--- src/design/tppm_pkg.sv ---
// constants, types and field layout of the three-pin port multiplexer
// assumes one 250 MHz clock and AHB-Lite register access
//
// Behaviour
// - highest-priority selected function wins per pin
// - analog and timer functions claimed by peripheral enables, serial and pwm by register bits
// - level three: rx, tx, pwm on pins
// - pull-up bits 6-4 enable pins 2-0
// - direction bits 2-0: one means output
// - output pins never have pull-up active
// - data read: latch if output, else pin
// - pwm select bit 3 picks channel
// - pwm enable bit 2 routes pwm
// - mode 00: sci to lin, pins gpio
// - mode 01: sci on pins 0, 1
// - mode 10: lin phy on pins 0, 1
// - mode 11: internal link, pins mirror signals
// - timer channels 0-2 routed to pins 0-2
// - channel 3 captures internal rx, no output
package tppm_pkg;
    // =========================================================
    // sizes
    localparam int           NUM_PINS        = 3;
    localparam int           NUM_TIMER_CH    = 4;
    localparam int           REG_ADDR_W      = 4;
    // =========================================================
    // register byte offsets
    localparam logic [3:0]   ADDR_CFG_ONE    = 4'h0;
    localparam logic [3:0]   ADDR_CFG_TWO    = 4'h4;
    localparam logic [3:0]   ADDR_DATA       = 4'h8;
    localparam logic [3:0]   ADDR_UNMAPPED   = 4'hF;
    // =========================================================
    // field positions
    localparam int           PUE_LSB         = 4;
    localparam int           DIR_LSB         = 0;
    localparam int           PWM_CHANNEL_SELECT_BIT       = 3;
    localparam int           PWM_ROUTE_ENABLE_BIT       = 2;
    localparam int           SERIAL_MODE_LSB      = 0;
    localparam int           DATA_LSB        = 0;
    // =========================================================
    // reset values
    localparam logic [7:0]   CFG_ONE_RESET   = 8'h00;
    localparam logic [7:0]   CFG_TWO_RESET   = 8'h00;
    localparam logic [7:0]   DATA_RESET      = 8'h00;
    localparam logic [7:0]   CFG_ONE_MASK    = 8'h77;
    localparam logic [7:0]   CFG_TWO_MASK    = 8'h0F;
    localparam logic [7:0]   DATA_MASK       = 8'h07;
    // =========================================================
    // ahb encodings
    localparam logic [1:0]   HTRANS_NONSEQ   = 2'h2;
    localparam logic [2:0]   HSIZE_WORD      = 3'h2;
    localparam logic         IDLE_LINE       = 1'b1;
    // =========================================================
    // types
    typedef enum logic [1:0] {
        SER_INTERNAL,
        SER_EXT_SCI,
        SER_EXT_LIN,
        SER_OBSERVE
    } tppm_sermode_type;

    typedef struct packed {
        logic [NUM_PINS-1:0] analog_en;
        logic [NUM_PINS-1:0] timer_en;
        logic [NUM_PINS-1:0] timer_oc;
        logic [NUM_PINS-1:0] timer_out;
        logic [1:0]          pwm_out;
        logic                sci_txd;
        logic                lin_rxd;
    } tppm_periph_in_type;

    typedef struct packed {
        logic [NUM_TIMER_CH-1:0] timer_in;
        logic                    sci_rxd;
        logic                    lin_txd;
    } tppm_periph_out_type;

    typedef struct packed {
        logic [NUM_PINS-1:0] out;
        logic [NUM_PINS-1:0] oe;
        logic [NUM_PINS-1:0] pu;
    } tppm_pad_out_type;
endpackage : tppm_pkg

--- src/design/tppm_sync.sv ---
// three-stage input synchroniser with agreement filter
// assumes asynchronous inputs; output changes when stages two and three agree
`timescale 1ns/10ps
module tppm_sync #(
    parameter int WIDTH = 3
) (
    // clock and reset
    input  wire logic             clk,
    input  wire logic             srst,
    // data
    input  wire logic [WIDTH-1:0] d,
    output logic      [WIDTH-1:0] q
);
    logic [WIDTH-1:0] s1_reg;
    logic [WIDTH-1:0] s2_reg;
    logic [WIDTH-1:0] s3_reg;
    logic [WIDTH-1:0] q_reg;

    always_ff @(posedge clk) begin
        if (srst) begin
            s1_reg <= '0;
            s2_reg <= '0;
            s3_reg <= '0;
        end else begin
            s1_reg <= d;
            s2_reg <= s1_reg;
            s3_reg <= s2_reg;
        end
    end

    // disagreeing bits keep their old value
    always_ff @(posedge clk) begin
        if (srst) begin
            q_reg <= '0;
        end else begin
            q_reg <= (s2_reg & s3_reg) | (q_reg & (s2_reg | s3_reg));
        end
    end

    assign q = q_reg;
endmodule : tppm_sync

--- src/design/tppm_ahb_slave.sv ---
// ahb-lite slave front end: zero-wait writes, one wait state on reads
// assumes a single master; hready is this slave's own hreadyout
`timescale 1ns/10ps
module tppm_ahb_slave
    import tppm_pkg::*;
(
    // clock and reset
    input  wire logic                  clk,
    input  wire logic                  srst,
    // ahb-lite
    input  wire logic                  hsel,
    input  wire logic [31:0]           haddr,
    input  wire logic [1:0]            htrans,
    input  wire logic                  hwrite,
    input  wire logic [2:0]            hsize,
    input  wire logic                  hready,
    output logic                       hreadyout,
    output logic                       hresp,
    output logic [31:0]                hrdata,
    // register side
    output logic                       wr_en,
    output logic [REG_ADDR_W-1:0]      wr_addr,
    output logic [REG_ADDR_W-1:0]      rd_addr,
    input  wire logic [31:0]           rd_data
);
    logic                  accept;
    logic                  mapped;
    logic                  wr_pend_reg;
    logic                  rd_pend_reg;
    logic                  ready_reg;
    logic [REG_ADDR_W-1:0] wr_addr_reg;
    logic [REG_ADDR_W-1:0] rd_addr_reg;
    logic [31:0]           hrdata_reg;

    assign accept = hsel && hready && (htrans == HTRANS_NONSEQ);
    assign mapped = (haddr[31:REG_ADDR_W] == '0) && (hsize == HSIZE_WORD);

    // write commits in its data phase, when hwdata stands
    always_ff @(posedge clk) begin
        if (srst) begin
            wr_pend_reg <= 1'b0;
            wr_addr_reg <= '0;
        end else begin
            wr_pend_reg <= accept && hwrite && mapped;
            wr_addr_reg <= haddr[REG_ADDR_W-1:0];
        end
    end

    // read sampled one cycle late so a preceding write is already visible
    always_ff @(posedge clk) begin
        if (srst) begin
            rd_pend_reg <= 1'b0;
            rd_addr_reg <= ADDR_UNMAPPED;
            ready_reg   <= 1'b1;
            hrdata_reg  <= '0;
        end else begin
            rd_pend_reg <= accept && !hwrite;
            ready_reg   <= !(accept && !hwrite);
            if (accept && !hwrite) begin
                rd_addr_reg <= mapped ? haddr[REG_ADDR_W-1:0] : ADDR_UNMAPPED;
            end
            if (rd_pend_reg) begin
                hrdata_reg <= rd_data;
            end
        end
    end

    assign wr_en     = wr_pend_reg;
    assign wr_addr   = wr_addr_reg;
    assign rd_addr   = rd_addr_reg;
    assign hreadyout = ready_reg;
    assign hresp     = 1'b0;
    assign hrdata    = hrdata_reg;
endmodule : tppm_ahb_slave

--- src/design/tppm_port_mux.sv ---
// three-pin port with direction, pull-up, data latch and priority mux
// assumes peripherals share clk; pads are outside the clock domain
//
// The placing of the registers and the AHB-Lite interface to the registers were left to the implementer.
`timescale 1ns/10ps
module tppm_port_mux
    import tppm_pkg::*;
(
    // clock and reset
    input  wire logic                      clk,
    input  wire logic                      srst,
    // ahb-lite
    input  wire logic                      hsel,
    input  wire logic [31:0]               haddr,
    input  wire logic [1:0]                htrans,
    input  wire logic                      hwrite,
    input  wire logic [2:0]                hsize,
    input  wire logic [31:0]               hwdata,
    input  wire logic                      hready,
    output logic                           hreadyout,
    output logic                           hresp,
    output logic [31:0]                    hrdata,
    // peripherals
    input  wire tppm_pkg::tppm_periph_in_type   periph_in,
    output tppm_pkg::tppm_periph_out_type       periph_out,
    // pads
    input  wire logic [tppm_pkg::NUM_PINS-1:0]  pad_in,
    output tppm_pkg::tppm_pad_out_type          pad_o
);
    import tppm_pkg::*;

    // =========================================================
    // declarations
    logic                  wr_en;
    logic [REG_ADDR_W-1:0] wr_addr;
    logic [REG_ADDR_W-1:0] rd_addr;
    logic [31:0]           rd_data;
    logic [7:0]            cfg_one_reg;
    logic [7:0]            cfg_two_reg;
    logic [7:0]            data_reg;
    logic [NUM_PINS-1:0]   pin_sync;
    logic [NUM_PINS-1:0]   dir;
    logic [NUM_PINS-1:0]   pue;
    logic [NUM_PINS-1:0]   latch;
    logic                  pwm_cs;
    logic                  pwm_en;
    tppm_sermode_type      ser_mode;
    logic [NUM_PINS-1:0]   pin_free;
    logic [NUM_PINS-1:0]   alt_act;
    logic [NUM_PINS-1:0]   alt_oe;
    logic [NUM_PINS-1:0]   alt_out;
    logic [NUM_PINS-1:0]   out_next;
    logic [NUM_PINS-1:0]   oe_next;
    logic [NUM_PINS-1:0]   pu_next;
    logic                  sci_rxd_next;
    logic                  lin_txd_next;
    tppm_pad_out_type      pad_reg;
    tppm_periph_out_type   periph_reg;

    // =========================================================
    // address decode
    function automatic logic hit(input logic [REG_ADDR_W-1:0] a, input logic [REG_ADDR_W-1:0] off);
        hit = (a == off);
    endfunction : hit

    // =========================================================
    // bus front end
    tppm_ahb_slave u_bus (
        .clk       (clk),
        .srst      (srst),
        .hsel      (hsel),
        .haddr     (haddr),
        .htrans    (htrans),
        .hwrite    (hwrite),
        .hsize     (hsize),
        .hready    (hready),
        .hreadyout (hreadyout),
        .hresp     (hresp),
        .hrdata    (hrdata),
        .wr_en     (wr_en),
        .wr_addr   (wr_addr),
        .rd_addr   (rd_addr),
        .rd_data   (rd_data)
    );

    // =========================================================
    // pin synchronisers
    // sync pad inputs
    tppm_sync #(
        .WIDTH (NUM_PINS)
    ) u_sync (
        .clk  (clk),
        .srst (srst),
        .d    (pad_in),
        .q    (pin_sync)
    );

    // =========================================================
    // registers
    // clear on reset
    always_ff @(posedge clk) begin
        if (srst) begin
            cfg_one_reg <= CFG_ONE_RESET;
        end else if (wr_en && hit(wr_addr, ADDR_CFG_ONE)) begin
            cfg_one_reg <= hwdata[7:0] & CFG_ONE_MASK;
        end
    end

    always_ff @(posedge clk) begin
        if (srst) begin
            cfg_two_reg <= CFG_TWO_RESET;
        end else if (wr_en && hit(wr_addr, ADDR_CFG_TWO)) begin
            cfg_two_reg <= hwdata[7:0] & CFG_TWO_MASK;
        end
    end

    // latch is written for input pins too and shows once they turn output
    always_ff @(posedge clk) begin
        if (srst) begin
            data_reg <= DATA_RESET;
        end else if (wr_en && hit(wr_addr, ADDR_DATA)) begin
            data_reg <= hwdata[7:0] & DATA_MASK;
        end
    end

    assign pue      = cfg_one_reg[PUE_LSB +: NUM_PINS];
    assign dir      = cfg_one_reg[DIR_LSB +: NUM_PINS];
    assign latch    = data_reg[DATA_LSB +: NUM_PINS];
    assign pwm_cs   = cfg_two_reg[PWM_CHANNEL_SELECT_BIT];
    assign pwm_en   = cfg_two_reg[PWM_ROUTE_ENABLE_BIT];
    assign ser_mode = tppm_sermode_type'(cfg_two_reg[SERIAL_MODE_LSB +: 2]);

    // latch for outputs, pin for inputs
    always_comb begin
        rd_data = '0;
        if (hit(rd_addr, ADDR_CFG_ONE)) begin
            rd_data[7:0] = cfg_one_reg;
        end else if (hit(rd_addr, ADDR_CFG_TWO)) begin
            rd_data[7:0] = cfg_two_reg;
        end else if (hit(rd_addr, ADDR_DATA)) begin
            rd_data[DATA_LSB +: NUM_PINS] = (latch & dir) | (pin_sync & ~dir);
        end
    end

    // =========================================================
    // third priority level: serial and pwm
    // claims come from ser_mode and pwm_en; pin_free comes from the analog and timer peripheral enables
    assign pin_free = ~periph_in.analog_en & ~periph_in.timer_en;

    always_comb begin
        alt_act = '0;
        alt_oe  = '0;
        alt_out = '0;
        case (ser_mode)
            SER_INTERNAL: begin
                alt_act[1:0] = 2'h0;
            end
            // pin 0 rx in, pin 1 tx out
            SER_EXT_SCI: begin
                alt_act[1:0] = 2'h3;
                alt_oe[1:0]  = 2'h2;
                alt_out[1]   = periph_in.sci_txd;
            end
            // phy rx out, phy tx in
            SER_EXT_LIN: begin
                alt_act[1:0] = 2'h3;
                alt_oe[1:0]  = 2'h1;
                alt_out[0]   = periph_in.lin_rxd;
            end
            SER_OBSERVE: begin
                alt_act[1:0] = 2'h3;
                alt_oe[1:0]  = 2'h3;
                alt_out[0]   = periph_in.lin_rxd;
                alt_out[1]   = periph_in.sci_txd;
            end
            default: begin
                alt_act[1:0] = 2'h0;
            end
        endcase
        alt_act[2] = pwm_en;
        alt_oe[2]  = pwm_en;
        alt_out[2] = pwm_en && periph_in.pwm_out[pwm_cs];
    end

    // =========================================================
    // per-pin priority mux
    genvar gi;
    generate
        for (gi = 0; gi < NUM_PINS; gi++) begin : g_pin
            always_comb begin
                if (periph_in.analog_en[gi]) begin
                    out_next[gi] = 1'b0;
                    oe_next[gi]  = 1'b0;
                end else if (periph_in.timer_en[gi]) begin
                    out_next[gi] = periph_in.timer_oc[gi] && periph_in.timer_out[gi];
                    oe_next[gi]  = periph_in.timer_oc[gi];
                end else if (alt_act[gi]) begin
                    out_next[gi] = alt_out[gi];
                    oe_next[gi]  = alt_oe[gi];
                end else begin
                    out_next[gi] = latch[gi];
                    oe_next[gi]  = dir[gi];
                end
            end
            // no pull-up while driven; analog pins float
            assign pu_next[gi] = pue[gi] && !oe_next[gi] && !periph_in.analog_en[gi]
                               && (alt_act[gi] || periph_in.timer_en[gi] || !dir[gi]);
        end
    endgenerate

    // =========================================================
    // internal serial routing
    always_comb begin
        sci_rxd_next = IDLE_LINE;
        lin_txd_next = IDLE_LINE;
        case (ser_mode)
            SER_INTERNAL: begin
                sci_rxd_next = periph_in.lin_rxd;
                lin_txd_next = periph_in.sci_txd;
            end
            // sci rx from pin 0; a pin lost to priority reads idle
            SER_EXT_SCI: begin
                sci_rxd_next = pin_free[0] ? pin_sync[0] : IDLE_LINE;
            end
            SER_EXT_LIN: begin
                lin_txd_next = pin_free[1] ? pin_sync[1] : IDLE_LINE;
            end
            SER_OBSERVE: begin
                sci_rxd_next = periph_in.lin_rxd;
                lin_txd_next = periph_in.sci_txd;
            end
            default: begin
                sci_rxd_next = IDLE_LINE;
            end
        endcase
    end

    // =========================================================
    // output flops
    always_ff @(posedge clk) begin
        if (srst) begin
            pad_reg <= '0;
        end else begin
            pad_reg.out <= out_next;
            pad_reg.oe  <= oe_next;
            pad_reg.pu  <= pu_next;
        end
    end

    // timer channel 3 compare output is simply not connected
    always_ff @(posedge clk) begin
        if (srst) begin
            periph_reg <= '{timer_in: '0, sci_rxd: IDLE_LINE, lin_txd: IDLE_LINE};
        end else begin
            periph_reg.timer_in[NUM_PINS-1:0] <= pin_sync;
            periph_reg.timer_in[3] <= sci_rxd_next;
            periph_reg.sci_rxd     <= sci_rxd_next;
            periph_reg.lin_txd     <= lin_txd_next;
        end
    end

    assign pad_o      = pad_reg;
    assign periph_out = periph_reg;
endmodule : tppm_port_mux

--- config.mk ---
export PLATFORM = sky130hd
export DESIGN_NAME = tppm_port_mux
export DESIGN_NICKNAME = d
export VERILOG_FILES = /design/src/design/tppm_pkg.sv /design/src/design/tppm_sync.sv /design/src/design/tppm_ahb_slave.sv /design/src/design/tppm_port_mux.sv
export SDC_FILE = /design/constraint.sdc
export NUM_CORES = 1
export LEC_CHECK = 0
export BUFFER_PORTS_ARGS = -buffer_cell sky130_fd_sc_hd__buf_2
export CAP_MARGIN = 40
export CORE_UTILIZATION = 39
export CTS_BUF_LIST = sky130_fd_sc_hd__clkbuf_4
export CTS_CLUSTER_SIZE = 12
export DETAILED_ROUTE_END_ITERATION = 7
export GPL_ROUTABILITY_DRIVEN = 0
export GPL_TIMING_DRIVEN = 0
export PLACE_DENSITY = 0.83
export SKIP_CTS_REPAIR_TIMING = 1
export SYNTH_ARGS = -nofsm -noshare
export SYNTH_HDL_FRONTEND = slang
export SYNTH_SLANG_ARGS = --single-unit
--- constraint.sdc ---
create_clock -name clk -period 1.7 [get_ports clk]
set_input_delay 0.085 -clock clk [delete_from_list [all_inputs] [get_ports clk]]
set_output_delay 0.085 -clock clk [all_outputs]
set_load 0.01 [all_outputs]
==> results.txt, run 1 <==
status - finished, final reports clean
Die W - 80.9 um
I/O pin total - 142
Final Cell Area - 3430 um^2
Nets - 508
row count - 28
cell area after synthesis - 2430 um^2
full die area - 6550 um^2
GRT Total Usage - 18.2%
Crit-path slowest cell - dfxtp_1
DR WL/cell - 11.9 um
Critical Path Start - u_bus.rd_pend_reg$_SDFF_PP0_
Post-Synthesis Cells - 263
commonest non-fill, non-tap cell in the layout - buf_2
max frequency - 0.631 GHz
crit path capture type - flop
total of max-cap violations - 0
Placeable Area - 5960 um^2
Fill cells - 570
layout cell share with drive strength beyond 1 - 32.5%
largest net degree at the start of global routing - 11
vias in the first global route - 1964
CP arrival - 1.93 ns
GR Overflow Total - 0
met2 Use GR - 31.4%
most frequent cells in the layout - buf_2, dfxtp_1, nor2_1
Crit Path Category - reg -> reg
Setup violations, final - 0
WP data required - 2.05 ns
maximum clock path buffer count - 2
Slew @ Worst Pin - 0.610 ns
dominant cell type by area after synthesis - dfxtp_1
Seq cells post-synth - 58
max reg flops - 9
worst vdd ir - 0.000649 V
via-per-instance ratio - 4.71
RSZ-0062 raised after global routing - false
post-route DRC violation count - 0
busiest metal layer after global routing - met2
CP Launch Type - flop
Sum Neg Setup Slack - 0 ns
final worst clock skew - 0.0111 ns
Syn-to-layout area delta - 41.2%
initial antenna violation count - 0
H-tree Lvls - 3
clock sink count - 58
Area contributors post-synth - dfxtp_1, buf_4, mux2i_1, nor2b_1, nor2_1
initial core utilization - 40.8%
clock latency at the later pin of the worst-skew pair - 0.41 ns
Hold Path Class - in -> reg
met3 Use GR - 7.75%
clock slew at the register clock pins of the worst setup and hold paths - 0.09 ns
post-synth top area share - 47.8%
Starting DRT DRC Count - 126
global-route wire length before repair - 8.60 mm
leakage power - 1.58 nW
Max stage delay on crit path - 0.48 ns
Worst Hold Launch - periph_in[6]
TritonCTS buffer count - 9
Rel. slew slack - 58.8%
# diodes - 0
crit path cell chain - nor3b_2 -> nor3b_1 -> a21oi_1 -> nor2_1
DP Area - 3060 um^2
min Tclk post-route - 1.59 ns
crit-path max FO - 8
syn avg cell area - 9.24 um^2
Detail Route Antenna Nets - 0
Synth Warn # - 0
WL final - 5.85 mm
HPWL after detailed placement - 4.34 mm
Pre-antenna DRT Iters - 6
register area share after synthesis - 47.8%
Tcrit/Tclk final - 93.3%
CTS root buf - clkbuf_4
Hold Violations, Final - 0
Power Dens Cells - 755 nW/um^2
Die Ht - 80.9 um
Cell variety after synth - 34
RR Startpoint - u_bus.rd_pend_reg$_SDFF_PP0_
Max Slew Vio Count - 0
routed vias - 2315
IO Port Bufs - 89
CTS tree - yes
GR Util met1 - 18.8%
[layer usage]
metal | vias to the layer above | wire, um
met3 | 12 | 539
met2 | 123 | 2990
met1 | 1022 | 2230
met4 | 0 | 91
li1 | 1158 | -
met5 | - | 0
[path summary, 6_finish.rpt]
check,end,slack [ns],cells after the start
worst max-delay path,u_bus.hrdata[5]$_SDFFE_PP0P_,0.11,4
worst max register to register,u_bus.hrdata[5]$_SDFFE_PP0P_,0.11,4
worst min register to register,u_sync.s2_reg[0]$_SDFF_PP0_,0.45,1
worst min-delay path,pad_o[8]$_SDFF_PP0_,0.01,3
[metrics by stage]
stage          instances  util, %  worst slack, ns  hold WS, ns  power (mW)
2_1_floorplan        288        -            0.315        0.164        1.54
4_1_cts              468     53.6           -0.100       -0.158        2.57
6_report             491     57.6            0.115       0.0109        2.59
5_1_grt              491     57.6          0.00974       0.0124        2.71
3_5_place_dp         452     51.4          -0.0736        0.287        1.65
3_3_place_gp         452     51.4         -0.00746        0.285        1.65
[cell families after synthesis]
logic type      share of synthesized area, %
simple gates                            24.2
flops                                   47.8
buf+inv                                 10.4
compound gates                          9.68
mux                                     5.77
fa+ha+maj                               2.06
other cells                            0.154
[power breakdown]
group | leakage (nW) | switching, mW | internal (mW) | total (mW)
logic | 1.04 | 0.122 | 0.154 | 0.276
registers | 0.471 | 0.00986 | 1.38 | 1.39
clock network | 0.0706 | 0.495 | 0.430 | 0.925
total | 1.58 | 0.626 | 1.96 | 2.59
[cell type report]
class                      instances  area [um^2]  area share, %
clock inverter                     7         60.1           1.75
inverter                           5         18.8          0.547
clock buffer                       9         67.6           1.97
buffer                            36          234           6.82
timing repair buffer             112          676           19.7
tap                               75         93.8           2.73
multi-input combinational        189         1120           32.7
sequential                        58         1160           33.8
[critical path: cells and delay by family (launching register included)]
kind | cells | cell delay [ns]
AO/OA/AOI/OAI | 1 | 0.13
AND/OR/NAND/NOR | 3 | 0.91
flip-flops | 1 | 0.48
[cell usage after synthesis]
cell / n
nand2_1: 16
buf_1: 1
mux2i_1: 14
nand4b_1: 2
nor2b_1: 20
dfxtp_1: 58
nand4_2: 1
nor2_1: 27
nand2b_1: 5
buf_2: 1
a221oi_1: 1
nor3_1: 8
and4_1: 1
nand3_1: 5
a211oi_1: 4
nor4b_1: 3
o21ai_0: 8
inv_1: 5
or4_4: 1
nor3b_1: 2
o31ai_1: 1
conb_1: 1
or3_1: 2
buf_4: 26
ha_1: 4
o32a_1: 4
nand3b_1: 3
a21oi_1: 19
nor4_1: 6
clkbuf_1: 8
o21bai_1: 1
a31oi_1: 1
nor4_4: 1
and3_1: 3
Note: power is estimated with default switching activity, not from simulation.
==> inputs of run 2 (changes only) <==
==> constraint.sdc (replaced) <==
create_clock -name clk -period 1.7 [get_ports clk]
set_input_delay 0.34 -clock clk [delete_from_list [all_inputs] [get_ports clk]]
set_output_delay 0.34 -clock clk [all_outputs]
set_load 0.01 [all_outputs]
==> results.txt, run 2 (synthesis gave the netlist of run 1 again) <==
CTS root buf - clkbuf_4
I/O pin total - 142 (unchanged)
Sum Neg Setup Slack - 0 ns (unchanged)
GRT Total Usage - 18.2% (unchanged)
Max stage delay on crit path - 0.49 ns (about the same)
Syn-to-layout area delta - 31.8%
worst vdd ir - 0.000647 V (-0.29%)
Crit-path slowest cell - dfxtp_1
clock slew at the register clock pins of the worst setup and hold paths - 0.09 ns (about the same)
commonest non-fill, non-tap cell in the layout - buf_2
Rel. slew slack - 59.3% (+0.52 points)
Power Dens Cells - 795 nW/um^2 (+5.3%)
global-route wire length before repair - 8.60 mm (unchanged)
max reg flops - 9 (unchanged)
Nets - 485 (-4.5%)
vias in the first global route - 1964 (unchanged)
Crit Path Category - reg -> reg
Die Ht - 80.9 um (unchanged)
WL final - 5.62 mm (-4.1%)
Placeable Area - 5960 um^2 (unchanged)
combinational share of power - 9.2% (-1.5 points)
HPWL after detailed placement - 4.34 mm (unchanged)
post-route DRC violation count - 0 (unchanged)
CP arrival - 1.94 ns (about the same)
status - finished, final reports clean
via-per-instance ratio - 4.72 (about the same)
sequential share of power - 54.6% (+1.0 points)
full die area - 6550 um^2 (unchanged)
H-tree Lvls - 3 (unchanged)
crit-path max FO - 8 (unchanged)
Pre-antenna DRT Iters - 4 (-2)
Die W - 80.9 um (unchanged)
Hold Violations, Final - 0 (unchanged)
largest net degree at the start of global routing - 11 (unchanged)
Detail Route Antenna Nets - 0 (unchanged)
switching power - 0.615 mW (-1.8%)
clock sink count - 58 (unchanged)
Max Slew Vio Count - 0 (unchanged)
final worst clock skew - 0.0109 ns (-0.000209 ns)
# diodes - 0 (unchanged)
Hold Path Class - in -> reg
crit path capture type - flop
final worst slack - 0.107 ns (-0.00733 ns)
most frequent cells in the layout - buf_2, dfxtp_1, nor2_1
Sw Share - 24.2% (-0.031 points)
Starting DRT DRC Count - 132 (+4.8%)
Slew @ Worst Pin - 0.602 ns (-0.00772 ns)
routed vias - 2208 (-4.6%)
max frequency - 0.628 GHz (-0.46%)
internal power - 1.93 mW (-1.7%)
leakage power - 1.48 nW (-6.2%)
TritonCTS buffer count - 9 (unchanged)
RSZ-0062 raised after global routing - false
initial antenna violation count - 0 (unchanged)
min Tclk post-route - 1.59 ns (+0.00733 ns)
CP Launch Type - flop
total of max-cap violations - 0 (unchanged)
maximum clock path buffer count - 2 (unchanged)
DR WL/cell - 12.0 um (+0.63%)
worst slack at placement - -0.117 ns (-0.0431 ns)
crit path cell chain - nor3b_2 -> nor3b_1 -> a21oi_1 -> nor2_1
GR Overflow Total - 0 (unchanged)
Setup violations, final - 0 (unchanged)
clock share of power - 36.2% (+0.5 points)
WP data required - 2.04 ns (about the same)
IO Port Bufs - 89 (unchanged)
layout cell share with drive strength beyond 1 - 34.4% (+1.9 points)
Tcrit/Tclk final - 93.7% (+0.43 points)
CTS tree - yes
clock latency at the later pin of the worst-skew pair - 0.41 ns (about the same)
row count - 28 (unchanged)
initial core utilization - 40.8% (unchanged)
## run 2: changes by cell type in the layout (fill, tap and decap cells not counted), sizes merged
| cell | change |
|---|---|
| dlygate4sd3 | -23 |
## run 2: cell type report
| cell class | count | area (um^2) |
|---|---|---|
| fill | 587 | 2750 |
| inverter | 5 | 18.8 |
| clock buffer | 9 | 67.6 |
| clock inverter | 7 | 60.1 |
| multi-input combinational | 189 | 1120 |
| buffer | 36 | 234 |
| timing repair buffer | 89 | 445 |
| tap | 75 | 93.8 |
| sequential | 58 | 1160 |
## run 2: worst max-delay path: cells and delay by family, from the launching register on
family / cells / cell delay, ns
AOI/OAI and AO/OA: 1 / 0.14
and+or+nand+nor: 3 / 0.91
DFF: 1 / 0.49
## run 2: per-layer routing
metal	GRT usage, %	wire length (um)
met2	31.4	2780
met5	0	0
met4	8.93	86
met1	18.8	2180
met3	7.75	563
## run 2: final timing paths
| kind | from | endpoint | slack (ns) | cells after the start |
|---|---|---|---|---|
| max | u_bus.rd_pend_reg$_SDFF_PP0_ | u_bus.hrdata[5]$_SDFFE_PP0P_ | 0.11 | 4 |
| min | periph_in[15] | pad_o[8]$_SDFF_PP0_ | 0.12 | 2 |
| max reg2reg | u_bus.rd_pend_reg$_SDFF_PP0_ | u_bus.hrdata[5]$_SDFFE_PP0P_ | 0.11 | 4 |
| min reg2reg | u_sync.s1_reg[0]$_SDFF_PP0_ | u_sync.s2_reg[0]$_SDFF_PP0_ | 0.45 | 1 |
## run 2: power by group through the flow
| stage | Combinational, mW | Sequential (mW) | Clock (mW) |
|---|---|---|---|
| after detailed placement | 0.232 | 1.42 | 0 |
| after floorplan | 0.119 | 1.42 | 0 |
| after global routing | 0.260 | 1.39 | 1.01 |
| after global placement | 0.228 | 1.42 | 0 |
| after CTS | 0.233 | 1.39 | 0.948 |
| final | 0.235 | 1.39 | 0.922 |
## run 2: through the flow
stage | hold slack (ns) | area [um^2] | instances | power [mW] | util [%]
3_3_place_gp | 0.421 | 3060 | 452 | 1.65 | 51.4
5_1_grt | 0.0967 | 3200 | 468 | 2.67 | 53.8
4_1_cts | 0.0975 | 3190 | 468 | 2.57 | 53.6
6_report | 0.118 | 3200 | 468 | 2.55 | 53.8
3_5_place_dp | 0.434 | 3060 | 452 | 1.65 | 51.4
2_1_floorplan | 0.414 | 2520 | 288 | 1.54 | -
==> inputs of run 3 (changes only) <==
--- a/config.mk
+++ b/config.mk
@@ -9,3 +9,3 @@
 export CAP_MARGIN = 40
-export CORE_UTILIZATION = 39
+export CORE_UTILIZATION = 45
 export CTS_BUF_LIST = sky130_fd_sc_hd__clkbuf_4
@@ -15,3 +15,3 @@
 export GPL_TIMING_DRIVEN = 0
-export PLACE_DENSITY = 0.83
+export PLACE_DENSITY = 0.92
 export SKIP_CTS_REPAIR_TIMING = 1
==> constraint.sdc (replaced) <==
create_clock -name clk -period 1.7 [get_ports clk]
set_input_delay 0.17 -clock clk [delete_from_list [all_inputs] [get_ports clk]]
set_output_delay 0.17 -clock clk [all_outputs]
set_load 0.01 [all_outputs]
==> results.txt, run 3 (synthesis gave the netlist of run 1 again) <==
status - finished, final reports clean
post-route DRC violation count - 0 (unchanged)
GR Overflow Total - 0 (unchanged)
CTS root buf - clkbuf_4
worst vdd ir - 0.000417 V (-36%)
full die area - 5700 um^2 (-13%)
reg2reg end - cfg_one_reg[4]$_SDFFE_PP0P_
clock sink count - 58 (unchanged)
WP data required - 1.98 ns (-0.06 ns)
max reg flops - 9 (unchanged)
Max stage delay on crit path - 0.39 ns (-0.10 ns)
Die W - 75.5 um (-6.7%)
Die Ht - 75.5 um (-6.7%)
Power Total - 2.55 mW (+0.22%)
Starting DRT DRC Count - 87 (-34%)
Nets - 493 (+1.6%)
CTS tree - yes
Placeable Area - 5140 um^2 (-14%)
Max Slew Vio Count - 0 (unchanged)
DP Area - 3060 um^2 (-0.20%)
crit path capture type - flop
crit-path max FO - 6 (-2)
final worst clock skew - 0.0139 ns (+0.00296 ns)
via-per-instance ratio - 4.73 (+0.25%)
IO Port Bufs - 89 (unchanged)
Placed Cells - 447 (-1.1%)
reg-to-reg slack, setup - 0.17 ns (+0.06 ns)
row count - 26 (-7.1%)
CP Launch Type - flop
Hold Violations, Final - 0 (unchanged)
max frequency - 0.652 GHz (+3.8%)
GRT Total Usage - 20.4% (+2.2 points)
CP arrival - 1.82 ns (-0.12 ns)
Worst R2R Path Depth - 5 (+1)
Slew @ Worst Pin - 0.694 ns (+0.0922 ns)
RR Startpoint - u_bus.wr_addr[1]$_SDFF_PP0_
DR WL/cell - 11.8 um (-1.6%)
vias in the first global route - 1981 (+0.87%)
Sum Neg Setup Slack - 0 ns (unchanged)
WL final - 5.55 mm (-1.2%)
Fill cells - 432 (-26%)
Detail Route Antenna Nets - 0 (unchanged)
initial core utilization - 47.3% (+6.5 points)
total of max-cap violations - 0 (unchanged)
Setup violations, final - 0 (unchanged)
min Tclk post-route - 1.53 ns (-0.0588 ns)
HPWL after detailed placement - 4.39 mm (+1.1%)
leakage power - 1.51 nW (+1.8%)
Crit Path Category - reg -> reg
H-tree Lvls - 3 (unchanged)
Rel. slew slack - 53.1% (-6.2 points)
# diodes - 0 (unchanged)
delay-heaviest family, CP - simple AND/OR/NAND/NOR gates
worst hold path depth - 2 (unchanged)
Pre-antenna DRT Iters - 4 (unchanged)
commonest non-fill, non-tap cell in the layout - buf_2
Finished Layout Cells - 470 (+0.43%)
initial antenna violation count - 0 (unchanged)
most frequent cells in the layout - buf_2, dfxtp_1, nor2_1
clock latency at the later pin of the worst-skew pair - 0.39 ns (-0.02 ns)
layout cell share with drive strength beyond 1 - 33.8% (-0.60 points)
Worst Hold End - u_bus.wr_addr[3]$_SDFF_PP0_
WP buf/inv - 1 (+1)
Final Cell Area - 3270 um^2 (+2.2%)
maximum clock path buffer count - 2 (unchanged)
clock slew at the register clock pins of the worst setup and hold paths - 0.10 ns (about the same)
Hold Path Class - in -> reg
Syn-to-layout area delta - 34.7%
Crit-path slowest cell - nor4b_1
Worst Hold Launch - haddr[3]
largest net degree at the start of global routing - 11 (unchanged)
crit path cell chain - nor4b_1 -> nor2b_1 -> buf_2 -> mux2i_1 -> nor2_1
global-route wire length before repair - 8.44 mm (-1.8%)
Tcrit/Tclk final - 90.2% (-3.5 points)
routed vias - 2223 (+0.68%)
Power Dens Cells - 779 nW/um^2 (-2.0%)
I/O pin total - 142 (unchanged)
TritonCTS buffer count - 9 (unchanged)
RSZ-0062 raised after global routing - false
-- run 3: cell types whose count changed in the layout (fill, tap and decap cells not counted) --
cell,before,now
nor4b_1,2,3
clkinv_1,2,1
dlygate4sd3_1,0,8
clkinv_2,3,2
nor3b_1,1,0
nor3b_2,1,2
nor4b_2,1,0
clkinvlp_4,1,2
-- run 3: routing by layer --
metal | global-route usage (%) | vias to the layer above | wire length [um]
li1 | - | 1122 | -
met1 | 19.5 | 992 | 2070
met2 | 39.6 | 103 | 3020
met3 | 7.01 | 6 | 416
met4 | 8.02 | 0 | 42
met5 | 0 | - | 0
-- run 3: power breakdown --
group          switching [mW]  internal, mW  total (mW)  leakage, nW
Clock                   0.483         0.430       0.912       0.0652
Combinational           0.117         0.133       0.250        0.975
Sequential            0.00960          1.38        1.39        0.471
-- run 3: worst max path at each step --
stage	cells after the start	end	slack (ns)	from
after floorplan	4	u_bus.rd_addr[0]$_SDFFE_PP1P_	0.23	hsize[2]
after global placement	4	u_bus.hrdata[4]$_SDFFE_PP0P_	0.02	u_bus.rd_pend_reg$_SDFF_PP0_
after detailed placement	4	u_bus.hrdata[6]$_SDFFE_PP0P_	-0.05	u_bus.rd_pend_reg$_SDFF_PP0_
after CTS	4	u_bus.hrdata[6]$_SDFFE_PP0P_	-0.09	u_bus.rd_pend_reg$_SDFF_PP0_
after global routing	4	u_bus.hrdata[6]$_SDFFE_PP0P_	0.02	u_bus.rd_pend_reg$_SDFF_PP0_
final	5	cfg_one_reg[4]$_SDFFE_PP0P_	0.17	u_bus.wr_addr[1]$_SDFF_PP0_
-- run 3: through the flow --
| step | setup WS, ns | util, % | hold slack (ns) |
|---|---|---|---|
| finish | 0.166 | 63.7 | 0.00157 |
| global placement | 0.0237 | 59.5 | 0.375 |
| floorplan | 0.230 | - | 0.249 |
| detailed placement | -0.0530 | 59.5 | 0.376 |
| global route | 0.0239 | 63.7 | 0.00502 |
| CTS | -0.0892 | 61.9 | -0.0424 |
-- run 3: worst reg2reg max path, cell delays in order, from the launching register on --
cell and delay [ns]:
dfxtp_1 0.34, nor4b_1 0.39, nor2b_1 0.18, buf_2 0.24, mux2i_1 0.24, nor2_1 0.05
-- run 3: cell type report --
cell class | instances | area [um^2] | area share [%]
flip-flops and latches | 58 | 1160 | 35.5
multi-input cells | 189 | 1120 | 34.2
repair buffers | 97 | 526 | 16.1
plain buffers | 36 | 234 | 7.15
well taps | 70 | 87.6 | 2.68
clock buffers | 9 | 67.6 | 2.06
clock inverters | 6 | 58.8 | 1.80
inverters | 5 | 18.8 | 0.573
